[config.mk]
export PLATFORM = sky130hd
export DESIGN_NAME = pbt_tester
export DESIGN_NICKNAME = d
export VERILOG_FILES = /design/src/rtl/pbt_pkg.sv /design/src/rtl/pbt_tester.sv
export SDC_FILE = /design/constraint.sdc
export NUM_CORES = 1
export LEC_CHECK = 0
export ABC_AREA = 0
export BUFFER_PORTS_ARGS = -buffer_cell sky130_fd_sc_hd__buf_2
export CAP_MARGIN = 10
export CORE_MARGIN = 3
export CORE_UTILIZATION = 62
export DETAILED_ROUTE_END_ITERATION = 6
export PLACE_DENSITY = 0.81
export SKIP_CTS_REPAIR_TIMING = 1
export SLEW_MARGIN = 20
export SYNTH_ARGS = -nofsm -noshare
export SYNTH_HDL_FRONTEND = slang
export SYNTH_SLANG_ARGS = --single-unit
[constraint.sdc]
create_clock -name hclk -period 7.3 [get_ports hclk]
set_clock_uncertainty 0.05 [all_clocks]
set_input_delay 1.46 -clock hclk [delete_from_list [all_inputs] [get_ports hclk]]
set_output_delay 1.46 -clock hclk [all_outputs]
set_load 0.02 [all_outputs]
[src/rtl/pbt_pkg.sv]
// Constants, field layouts and carrier types of the pattern bit error tester.
// Assumes a single 200 MHz system clock; all pins are synchronised by the top module.
package pbt_pkg;

    // ======================================================================
    // Timing
    // ======================================================================
    localparam longint CLK_HZ = 200_000_000;
    localparam longint CLK_LOSS_MS = 30;
    localparam longint BIT_ERROR_S = 1;
    localparam int CLK_LOSS_CYCLES = int'(CLK_HZ / 1000 * CLK_LOSS_MS);
    localparam int BIT_ERROR_CYCLES = int'(CLK_HZ * BIT_ERROR_S);
    localparam int TIMER_W = 28;

    // ======================================================================
    // Dividers
    // ======================================================================
    localparam logic [3:0] DIV9_LAST = 4'h8;
    localparam logic [3:0] SEQ13_LAST = 4'hc;
    localparam logic [3:0] DIV13_LAST = 4'hc;
    localparam logic [3:0] DIV16_LAST = 4'hf;
    localparam logic [3:0] SEQ13_NO_EXTRA = 4'h0;

    // ======================================================================
    // Pattern and error density
    // ======================================================================
    localparam int LFSR_W = 11;
    localparam int LFSR_TAP_HI = 10;
    localparam int LFSR_TAP_LO = 8;
    localparam logic [15:0] RING_START = 16'h0001;
    localparam int MIDBIT_STEP = 7;
    localparam logic [3:0] SYNC_WINDOW_LAST = 4'hf;
    localparam logic [13:0] ERR_WINDOW_LAST = 14'h3fff;
    localparam logic [7:0] ERR_LIMIT = 8'ha4;

    // ======================================================================
    // Register map
    // ======================================================================
    localparam logic [7:0] CTRL_OFFSET = 8'h00;
    localparam logic [7:0] STATUS_OFFSET = 8'h04;
    localparam logic [7:0] ERRCNT_OFFSET = 8'h08;
    localparam int CTRL_FN_LSB = 0;
    localparam int CTRL_INJECT_BIT = 2;
    localparam int CTRL_VOICE_EN_BIT = 3;
    localparam logic [3:0] CTRL_RESET = 4'h0;

    typedef enum logic [1:0] {
        FN_RATE_50K,
        FN_RATE_20K,
        FN_EXTERNAL,
        FN_SELF_TEST
    } pbt_function_t;

    typedef struct packed {
        logic self_test_fail;
        logic error_density_alarm;
        logic bit_error;
        logic receive_clock_missing;
        logic in_sync;
    } pbt_lamps_t;

endpackage

[src/rtl/pbt_tester.sv]
// Pattern bit error tester: clock dividers, pattern generator, detector,
// error density integrator, indicators and an AHB-Lite register slave.
// Assumes all pin inputs are asynchronous to hclk and far slower than 200 MHz.
`timescale 1ns/1ps

module pbt_tester #(
    parameter int CLK_LOSS_CYC = pbt_pkg::CLK_LOSS_CYCLES,
    parameter int BIT_ERROR_CYC = pbt_pkg::BIT_ERROR_CYCLES
) (
    input wire logic hclk,
    input wire logic hresetn,
    input wire logic hsel,
    input wire logic [31:0] haddr,
    input wire logic [1:0] htrans,
    input wire logic hwrite,
    input wire logic [2:0] hsize,
    input wire logic [31:0] hwdata,
    input wire logic hready,
    output logic [31:0] hrdata,
    output logic hreadyout,
    output logic hresp,
    input wire logic master_clock_in,
    input wire logic external_clock_in,
    input wire logic receive_pattern_in,
    input wire logic receive_clock_in,
    input wire logic voice_path_check_fail_in,
    output logic transmit_clock_out,
    output logic transmit_pattern_out,
    output logic frame_marker_out,
    output pbt_pkg::pbt_lamps_t lamps_out
);
    import pbt_pkg::*;

    function automatic logic lfsr_feedback(input logic [LFSR_W-1:0] r);
        lfsr_feedback = r[LFSR_TAP_HI] ^ r[LFSR_TAP_LO];
    endfunction

    function automatic logic rise(input logic [2:0] s);
        rise = s[1] & ~s[2];
    endfunction

    // ======================================================================
    // Pin synchronisers
    // ======================================================================
    // Bit 0 is the metastable stage; only bit 1 and later are read by logic.
    logic [2:0] mclk_sync_reg;
    logic [2:0] ext_sync_reg;
    logic [2:0] rclk_sync_reg;
    logic [1:0] rdata_sync_reg;
    logic [1:0] vfail_sync_reg;

    always_ff @(posedge hclk or negedge hresetn) begin
        if (!hresetn) begin
            mclk_sync_reg <= 3'h0;
            ext_sync_reg <= 3'h0;
            rclk_sync_reg <= 3'h0;
            rdata_sync_reg <= 2'h0;
            vfail_sync_reg <= 2'h0;
        end else begin
            mclk_sync_reg <= {mclk_sync_reg[1:0], master_clock_in};
            ext_sync_reg <= {ext_sync_reg[1:0], external_clock_in};
            rclk_sync_reg <= {rclk_sync_reg[1:0], receive_clock_in};
            rdata_sync_reg <= {rdata_sync_reg[0], receive_pattern_in};
            vfail_sync_reg <= {vfail_sync_reg[0], voice_path_check_fail_in};
        end
    end

    logic master_tick;
    assign master_tick = rise(mclk_sync_reg);

    // ======================================================================
    // Register file
    // ======================================================================
    logic [3:0] ctrl_reg;
    pbt_function_t func;
    logic inject_req;
    logic voice_en;
    assign func = pbt_function_t'(ctrl_reg[CTRL_FN_LSB +: 2]);
    assign inject_req = ctrl_reg[CTRL_INJECT_BIT];
    assign voice_en = ctrl_reg[CTRL_VOICE_EN_BIT];

    logic self_test;
    logic slow_rate;
    assign self_test = (func == FN_SELF_TEST);
    assign slow_rate = (func == FN_RATE_20K) || self_test;

    // ======================================================================
    // Master clock dividers
    // ======================================================================
    logic [3:0] div9a_reg;
    logic [3:0] div9b_reg;
    logic [3:0] seq13_reg;
    logic extra_reg;
    logic tick50_reg;
    logic [3:0] div13_reg;
    logic tick320_reg;
    logic [3:0] div16_reg;
    logic tick20_reg;

    // The 50 kHz period alternates between 81 and 82 master cycles; twelve of
    // every thirteen periods take the extra count, giving 49.998 kHz on average.
    always_ff @(posedge hclk or negedge hresetn) begin
        if (!hresetn) begin
            div9a_reg <= 4'h0;
            div9b_reg <= 4'h0;
            seq13_reg <= 4'h0;
            extra_reg <= 1'b0;
            tick50_reg <= 1'b0;
        end else begin
            tick50_reg <= 1'b0;
            if (master_tick) begin
                if (extra_reg) begin
                    extra_reg <= 1'b0;
                    tick50_reg <= 1'b1;
                end else if (div9a_reg == DIV9_LAST) begin
                    div9a_reg <= 4'h0;
                    if (div9b_reg == DIV9_LAST) begin
                        div9b_reg <= 4'h0;
                        seq13_reg <= (seq13_reg == SEQ13_LAST) ? 4'h0 : seq13_reg + 4'h1;
                        if (seq13_reg == SEQ13_NO_EXTRA) begin
                            tick50_reg <= 1'b1;
                        end else begin
                            extra_reg <= 1'b1;
                        end
                    end else begin
                        div9b_reg <= div9b_reg + 4'h1;
                    end
                end else begin
                    div9a_reg <= div9a_reg + 4'h1;
                end
            end
        end
    end

    always_ff @(posedge hclk or negedge hresetn) begin
        if (!hresetn) begin
            div13_reg <= 4'h0;
            tick320_reg <= 1'b0;
            div16_reg <= 4'h0;
            tick20_reg <= 1'b0;
        end else begin
            tick320_reg <= 1'b0;
            tick20_reg <= 1'b0;
            if (master_tick) begin
                div13_reg <= (div13_reg == DIV13_LAST) ? 4'h0 : div13_reg + 4'h1;
                tick320_reg <= (div13_reg == DIV13_LAST);
            end
            if (tick320_reg) begin
                div16_reg <= div16_reg + 4'h1;
                tick20_reg <= (div16_reg == DIV16_LAST);
            end
        end
    end

    // ======================================================================
    // Transmit clock selection and pattern generator
    // ======================================================================
    logic tx_advance;
    always_comb begin
        case (func)
            FN_RATE_50K: tx_advance = tick50_reg;
            FN_RATE_20K: tx_advance = tick20_reg;
            FN_EXTERNAL: tx_advance = rise(ext_sync_reg);
            FN_SELF_TEST: tx_advance = tick20_reg;
            default: tx_advance = 1'b0;
        endcase
    end

    logic [LFSR_W-1:0] gen_reg;
    logic gen_all_ones;
    assign gen_all_ones = &gen_reg;

    // Reset to a nonzero seed: the all-zero state would lock the register.
    always_ff @(posedge hclk or negedge hresetn) begin
        if (!hresetn) begin
            gen_reg <= {{(LFSR_W-1){1'b0}}, 1'b1};
        end else if (tx_advance) begin
            gen_reg <= {gen_reg[LFSR_W-2:0], gen_all_ones ? 1'b0 : lfsr_feedback(gen_reg)};
        end
    end

    // The transmit clock is driven high on each step and low at the next master tick that brings no step.
    always_ff @(posedge hclk or negedge hresetn) begin
        if (!hresetn) begin
            transmit_clock_out <= 1'b0;
            transmit_pattern_out <= 1'b0;
            frame_marker_out <= 1'b0;
        end else begin
            if (tx_advance) begin
                transmit_clock_out <= 1'b1;
            end else if (master_tick) begin
                transmit_clock_out <= 1'b0;
            end
            transmit_pattern_out <= gen_reg[LFSR_W-1] ^ (inject_req & gen_all_ones);
            frame_marker_out <= gen_all_ones;
        end
    end

    // ======================================================================
    // Receive path and mid-bit clock recovery
    // ======================================================================
    logic rx_src;
    assign rx_src = self_test ? transmit_pattern_out : rdata_sync_reg[1];

    logic [1:0] samp_reg;
    logic [1:0] trans_reg;
    logic [15:0] ring_reg;
    logic midbit_reg;

    always_ff @(posedge hclk or negedge hresetn) begin
        if (!hresetn) begin
            samp_reg <= 2'h0;
            trans_reg <= 2'h0;
            ring_reg <= 16'h0;
            midbit_reg <= 1'b0;
        end else begin
            midbit_reg <= 1'b0;
            if (tick320_reg) begin
                samp_reg <= {samp_reg[0], rx_src};
                trans_reg <= {trans_reg[0], samp_reg[0] ^ samp_reg[1]};
                ring_reg <= trans_reg[0] ? RING_START : {ring_reg[14:0], ring_reg[15]};
                midbit_reg <= ~trans_reg[0] & ring_reg[MIDBIT_STEP-1];
            end
        end
    end

    logic rx_strobe;
    logic rx_bit;
    assign rx_strobe = slow_rate ? midbit_reg : rise(rclk_sync_reg);
    assign rx_bit = slow_rate ? samp_reg[1] : rx_src;

    // ======================================================================
    // Word detector
    // ======================================================================
    logic [LFSR_W-1:0] det_reg;
    logic in_sync_reg;
    logic predicted;
    logic err_pulse;
    assign predicted = lfsr_feedback(det_reg);
    assign err_pulse = rx_strobe & (rx_bit ^ predicted);

    always_ff @(posedge hclk or negedge hresetn) begin
        if (!hresetn) begin
            det_reg <= {LFSR_W{1'b0}};
        end else if (rx_strobe) begin
            det_reg <= {det_reg[LFSR_W-2:0], in_sync_reg ? predicted : rx_bit};
        end
    end

    // ======================================================================
    // Indicator timers
    // ======================================================================
    logic [TIMER_W-1:0] loss_timer_reg;
    logic [TIMER_W-1:0] err_timer_reg;
    logic clk_missing;
    logic quiet_expire;
    assign clk_missing = (loss_timer_reg == '0);
    assign quiet_expire = (err_timer_reg == TIMER_W'(1)) & ~err_pulse;

    always_ff @(posedge hclk or negedge hresetn) begin
        if (!hresetn) begin
            loss_timer_reg <= '0;
        end else if (rx_strobe) begin
            loss_timer_reg <= TIMER_W'(CLK_LOSS_CYC);
        end else if (!clk_missing) begin
            loss_timer_reg <= loss_timer_reg - TIMER_W'(1);
        end
    end

    always_ff @(posedge hclk or negedge hresetn) begin
        if (!hresetn) begin
            err_timer_reg <= '0;
        end else if (err_pulse) begin
            err_timer_reg <= TIMER_W'(BIT_ERROR_CYC);
        end else if (err_timer_reg != '0) begin
            err_timer_reg <= err_timer_reg - TIMER_W'(1);
        end
    end

    // ======================================================================
    // Error density integrator
    // ======================================================================
    logic [13:0] err_win_reg;
    logic [7:0] err_cnt_reg;
    logic alarm_reg;
    logic inhibit_reg;
    logic count_en;
    logic alarm_set;
    logic sync_gain;
    assign count_en = in_sync_reg & ~inhibit_reg;
    assign alarm_set = count_en & err_pulse & (err_cnt_reg == ERR_LIMIT);

    always_ff @(posedge hclk or negedge hresetn) begin
        if (!hresetn) begin
            err_win_reg <= 14'h0;
            err_cnt_reg <= 8'h0;
        end else if (rx_strobe) begin
            err_win_reg <= err_win_reg + 14'h1;
            if (err_win_reg == ERR_WINDOW_LAST) begin
                err_cnt_reg <= 8'h0;
            end else if (count_en && err_pulse && err_cnt_reg != ERR_LIMIT) begin
                err_cnt_reg <= err_cnt_reg + 8'h1;
            end
        end
    end

    // A new alarm in the same cycle as the quiet-time clear wins.
    always_ff @(posedge hclk or negedge hresetn) begin
        if (!hresetn) begin
            alarm_reg <= 1'b0;
            inhibit_reg <= 1'b0;
        end else begin
            if (alarm_set) begin
                alarm_reg <= 1'b1;
            end else if (quiet_expire) begin
                alarm_reg <= 1'b0;
            end
            if (alarm_set) begin
                inhibit_reg <= 1'b1;
            end else if (sync_gain) begin
                inhibit_reg <= 1'b0;
            end
        end
    end

    // ======================================================================
    // Synchronisation state
    // ======================================================================
    logic [3:0] sync_win_reg;
    logic win_err_reg;
    assign sync_gain = rx_strobe & (sync_win_reg == SYNC_WINDOW_LAST) & ~in_sync_reg
        & ~win_err_reg & ~err_pulse;

    always_ff @(posedge hclk or negedge hresetn) begin
        if (!hresetn) begin
            sync_win_reg <= 4'h0;
            win_err_reg <= 1'b0;
        end else if (rx_strobe) begin
            sync_win_reg <= sync_win_reg + 4'h1;
            win_err_reg <= (sync_win_reg == SYNC_WINDOW_LAST) ? 1'b0 : (win_err_reg | err_pulse);
        end
    end

    // Clock loss takes priority; the alarm only occurs while in sync, so its
    // complement drops the detector back to open loop for reacquisition.
    always_ff @(posedge hclk or negedge hresetn) begin
        if (!hresetn) begin
            in_sync_reg <= 1'b0;
        end else if (clk_missing) begin
            in_sync_reg <= 1'b0;
        end else if (alarm_set) begin
            in_sync_reg <= ~in_sync_reg;
        end else if (sync_gain) begin
            in_sync_reg <= 1'b1;
        end
    end

    // ======================================================================
    // Self-test result and indicators
    // ======================================================================
    logic st_fail_reg;
    always_ff @(posedge hclk or negedge hresetn) begin
        if (!hresetn) begin
            st_fail_reg <= 1'b0;
            lamps_out <= '0;
        end else begin
            st_fail_reg <= (alarm_reg & self_test) | (vfail_sync_reg[1] & voice_en);
            lamps_out.in_sync <= in_sync_reg;
            lamps_out.receive_clock_missing <= clk_missing;
            lamps_out.bit_error <= (err_timer_reg != '0);
            lamps_out.error_density_alarm <= alarm_reg;
            lamps_out.self_test_fail <= st_fail_reg;
        end
    end

    // ======================================================================
    // AHB-Lite slave, zero wait states
    // ======================================================================
    logic wr_pend_reg;
    logic [7:0] wr_addr_reg;
    logic take;
    assign take = hsel & htrans[1] & hready;
    assign hreadyout = 1'b1;
    assign hresp = 1'b0;

    always_ff @(posedge hclk or negedge hresetn) begin
        if (!hresetn) begin
            wr_pend_reg <= 1'b0;
            wr_addr_reg <= 8'h0;
            ctrl_reg <= CTRL_RESET;
            hrdata <= 32'h0;
        end else begin
            wr_pend_reg <= take & hwrite;
            if (take) begin
                wr_addr_reg <= haddr[7:0];
            end
            if (wr_pend_reg && wr_addr_reg == CTRL_OFFSET && haddr[31:8] == 24'h0) begin
                ctrl_reg <= hwdata[3:0];
            end
            if (take && !hwrite) begin
                case (haddr[7:0])
                    CTRL_OFFSET: hrdata <= {28'h0, ctrl_reg};
                    STATUS_OFFSET: hrdata <= {27'h0, st_fail_reg, alarm_reg, err_timer_reg != '0,
                        clk_missing, in_sync_reg};
                    ERRCNT_OFFSET: hrdata <= {24'h0, err_cnt_reg};
                    default: hrdata <= 32'h0;
                endcase
            end
        end
    end

endmodule

== After elaboration in Yosys (flattened, before gate mapping) ==
Index checks and enable logic that the tools add are counted.
Storage, ports and cells
  input port bits: 79
  output and inout bits: 42
  bits in registers: 219
  logic and storage cells: 169
Operators by class
  eq/ne operators: 16
  $add $sub $neg: 10
  reduce and logical (&&, ||, !) cells: 26
  bitwise operators: 35
  multiplexer cells: 40
Operators with widths (count)
  28-bit two-way mux: 4
  28-bit by 1-bit subtractor with 28-bit output (second input constant): 2
  28-bit by 1-bit equality test with 1-bit output (second input constant): 1
  28-bit logical NOT: 1
  28-bit nonzero test: 1
  1-bit two-way mux: 27
  4-bit by 1-bit adder with 4-bit output (second input constant): 6
  4-bit equality test (second input constant): 6
  24-bit logical NOT: 1
  8-bit one-hot mux with 3 select lines: 1
  1-bit bitwise AND: 19
  8-bit logical NOT: 2
  16-bit two-way mux: 1
  4-bit two-way mux: 4
  8-bit two-way mux: 2
  14-bit by 1-bit adder with 14-bit output (second input constant): 1
  14-bit equality test (second input constant): 1
  11-bit AND reduction: 1
  2-bit nonzero test: 5
  1-bit NOT: 9
  8-bit by 1-bit adder with 8-bit output (second input constant): 1
  8-bit by 3-bit equality test with 1-bit output (second input constant): 1
  8-bit by 4-bit equality test with 1-bit output (second input constant): 1
  8-bit equality test (second input constant): 1
  other kinds (17): 28

== Logic depth before layout (Yosys ltp) ==
  depth after elaboration: 10
  mapped depth: 8
  mapped depth without buffers: 7

== Worst setup path before layout ==
Ideal clock, no wire load.
  path type: input to register
  from: input hready
  to: register hrdata[5]
  stages on the path: 5
  data arrival time: 2.823 ns
  required time: 7.182 ns
  setup slack: 4.359 ns
  path through: nand3_1 nand2b_1 clkbuf_1 nor4_2 a32o_1
Between the ends
  word-level cells in the longest chain between the ends: 2
RTL lines
  from (decl): line pbt_tester.sv:18  | input wire logic hready,
  1-bit bitwise AND: line pbt_tester.sv:382  | assign take = hsel & htrans[1] & hready;
  1-bit logical AND: line pbt_tester.sv:400  | if (take && !hwrite) begin
  to (signal assigned): line pbt_tester.sv:402  | CTRL_OFFSET: hrdata <= {28'h0, ctrl_reg};
  to (signal assigned): line pbt_tester.sv:403  | STATUS_OFFSET: hrdata <= {27'h0, st_fail_reg, alarm_reg, err_timer_reg != '0,
  to (signal assigned): line pbt_tester.sv:405  | ERRCNT_OFFSET: hrdata <= {24'h0, err_cnt_reg};
  to (decl): line pbt_tester.sv:19  | output logic [31:0] hrdata,
No other way between the ends.
A chain may end at the register's enable or synchronous reset.

== Final worst setup path ==
Ends and elaborated chain as after synthesis.

==> out/metrics.yaml <==
route:
  drt_pre_antenna_iters: 5
  route.vias.total: 6642
  drc: 0
  wl_mm: 17.8
  wire_per_inst_um: 15.7
  ant_nets: 0
  via_per_inst: 5.86
  drt_iter0_drc: 495
sta:
  setup_viol: 0
  setup-tns-final_ns: 0
  min_period_ns: 2.87
  holdWs_ns: 0.298
  rsz0062_at_grt: "false"
  min_period_over_period_pct: 39.3
  worstMarginPinSlew_ns: 1.08
  max_freq_mhz: 349
  finalHoldViolCount: 0
  slew_headroom_pct: 27.9
  drv_slew: 0
power_and_ir_drop:
  p_per_area_nw_per_um2: 271
  fin_total_pwr_mw: 2.75
  worst_ir_drop_vdd_v: 0.000282
  cellLeakagePower_nw: 4.48
min_path:
  hp-class: "reg2reg"
  worstHoldStart: "ext_sync_reg[0]$_DFF_PN0_"
  min_to: "ext_sync_reg[1]$_DFF_PN0_"
  holdPathStages: 0
final_layout:
  area_delta_synth_final_pct: 10.4
  final_nets: 1039
  ff_latch_area_um2: 4880
  fill_cells: 1035
  fin_cells: 1134
  multiInputGateArea_um2: 3980
  drive_above_1_share_pct: 15.9
  design_area_um2: 10200
  antenna_cells: 0
floorplan:
  die_h_um: 128
  io_pins: 121
  die_width_um: 128
  start_util_pct: 64.8
  die_area_um2: 16300
  fp.coreArea_um2: 14200
  std_cell_rows: 43
placement:
  dp_cells: 1103
  portBuffers: 62
  dp.final_hpwl_mm: 11.6
  gp_congestion: 0.847
  place_area_um2: 9580
worst_setup_path:
  worstSetupEndpointType: "flop"
  critPathArrivalTime_ns: 3.18
  worstPathCellList: "buf_2 > nand3_1 > nand2b_1 > nor4_2 > a32o_1"
  r2r_setup_slack_ns: 4.47
  critPathLaunchType: "input port"
  cp_slowest_cell: "nor4_2"
  crit_fanout: 10
  reg2regPathDepth: 5
  crit_buf_inv: 1
  regToRegEndpoint: "loss_timer_reg[5]$_DFFE_PN0P_"
  critPathRequiredTime_ns: 7.61
  max_stage_delay_ns: 0.65
  cp_top_family: "simple AND/OR/NAND/NOR gates"
  reg2reg_from: "loss_timer_reg[6]$_DFFE_PN0P_"
  crit_type: "in2reg"
grt:
  antenna_found_initial: 0
  grt_pass1_vias: 6452
  grt_max_degree: 86
  grtUsageTotal_pct: 22.6
  grt_pass1_wl_mm: 30.0
  grt_overflow: 0
logic_synthesis:
  ys_types: 65
  synthFlopType: "dfrtp_1"
  synthArstFlopShare_pct: 100
  yosysSeqAreaShare_pct: 53.1
  syn-mean-instance-area_um2: 10.4
  mappedNetlistArea_um2: 9200
  ys.warnings.count: 0
  synthCells: 884
  ys_ff_latch: 195
  synth_edf_count: 0
clock_network:
  cts.sinks: 195
  cts_made_buffers: 17
  insertion_delay_ns: 0.43
  cts_htree_levels: 4
  clkTransAtPathRegs_ns: 0.06
  cts_buffer_depth: 2
  cts_tree: "done"
  cts_root_buf: "clkbuf_16"
status:
  outcome: "finished, final reports clean"
flow_run:
  cap_violations: 0
## worst reg2reg max path: stages (launching register included)
cell     delay (ns)
dfrtp_1        0.42
or3_1          0.57
or2_1          0.35
nor3_2         0.89
o21ai_0        0.28
a21oi_1        0.20
## per-stage QoR
stage	utilization (%)	setup WS, ns
floorplan	-	4.36
global placement	67.4	4.04
detailed placement	67.4	4.01
CTS	71.5	4.44
global route	71.5	4.25
finish	71.5	4.43
## report_power, final
group	switching (mW)	total [mW]	internal, mW
clock network	0.385	0.896	0.511
registers	0.139	1.36	1.22
logic	0.286	0.495	0.209
total	0.810	2.75	1.94
## cells in the mapped netlist (all sizes together), types with 2 or more instances
library cell  number  area, µm²
a21oi             32        160
xor2              26        228
nand3             24        120
o31a               3       26.3
o31ai              8       60.1
or3b               3       26.3
nand2b             4       25.0
dfrtp            194       4850
nor4              25        196
and3               7       43.8
inv               37        139
clkbuf            23       86.3
nand3b            18        135
o41ai              6       52.6
o211ai            10       75.1
a22o               6       52.6
nor2b              7       43.8
and2               3       18.8
buf               29        210
o21ai             47        235
and4b              2       20.0
conb               2       7.51
o2bb2ai            2       17.5
a31oi              3       18.8
nor4b              5       43.8
nor2              68        255
and4               5       43.8
nand4b             4       35.0
o21a               4       30.0
or2                8       50.1
or4               12       93.8
a32o               4       40.0
nand4             21        138
a21boi             3       22.5
ha                18        225
a31o               2       17.5
nand2             95        359
a211oi             2       15.0
nor3b              6       45.0
nor3              17       90.1
mux2              28        315
xnor2             31        272
or3               14       92.6
mux2i              6       60.1
## layout by cell type (no fill, tap or decap), drive strengths merged, types with 4 or more instances in the layout
| master | netlist | routed |
|---|---|---|
| dfrtp | 194 | 194 |
| clkbuf | 23 | 23 |
| ha | 18 | 18 |
| or3 | 14 | 14 |
| mux2i | 6 | 6 |
| o41ai | 6 | 6 |
| o211ai | 10 | 10 |
| nand2b | 4 | 4 |
| nand2 | 95 | 95 |
| nor4 | 25 | 25 |
| xor2 | 26 | 26 |
| nor4b | 5 | 5 |
| nand3 | 24 | 24 |
| nor2b | 7 | 7 |
| or2 | 8 | 8 |
| nand4b | 4 | 4 |
| nand4 | 21 | 21 |
| nor2 | 68 | 68 |
| and4 | 5 | 5 |
| buf | 29 | 66 |
| a22o | 6 | 6 |
| conb | 2 | 26 |
| a32o | 4 | 4 |
| xnor2 | 31 | 31 |
| nand3b | 18 | 18 |
| a21oi | 32 | 32 |
| inv | 37 | 37 |
| or4 | 12 | 12 |
| clkinv | 0 | 6 |
| mux2 | 28 | 28 |
| o21a | 4 | 4 |
| nor3 | 17 | 17 |
| and3 | 7 | 7 |
| o31ai | 8 | 8 |
| nor3b | 6 | 6 |
| o21ai | 47 | 47 |
## how the worst max path moves through the flow
stage                                        startpoint                           end  slack [ns]  cells past startpoint
after floorplan                                  hready         hrdata[5]$_DFFE_PN0P_        4.36                      5
after global placement                         haddr[8]       ctrl_reg[3]$_DFFE_PN0P_        4.04                      5
after global routing      err_timer_reg[19]$_DFFE_PN0P_  err_timer_reg[9]$_DFFE_PN0P_        4.25                      5
final                                            hready         hrdata[5]$_DFFE_PN0P_        4.43                      5
after CTS                                        hready         hrdata[7]$_DFFE_PN0P_        4.44                      5
after detailed placement                         hready         hrdata[7]$_DFFE_PN0P_        4.01                      5
## routing by layer
metal / GRT usage (%) / share of wire [%] / up-vias / wire length [µm]
li1: - / - / 3195 / -
met1: 31.0 / 45 / 3255 / 7940
met2: 36.2 / 49 / 169 / 8720
met3: 4.88 / 5.1 / 23 / 903
met4: 7.24 / 1.2 / 0 / 214
met5: 0 / 0 / - / 0
## logic make-up after synthesis
family	synth area share (%)
XOR/XNOR	5.43
adder cells (fa/ha/maj)	2.45
AO/OA/AOI/OAI	9.59
multiplexers	4.08
other	0.0816
flip-flops	53.1
AND/OR/NAND/NOR	20.6
buffers and inverters	4.73
## final cells by class
class	count	share of cell area [%]
timing repair buffer	67	3.55
clock buffer	22	4.86
clock inverter	9	0.776
multi-input combinational	624	39.2
tap	180	2.22
sequential	195	48.1
inverter	37	1.37
Note: power is estimated with default switching activity, not from simulation.
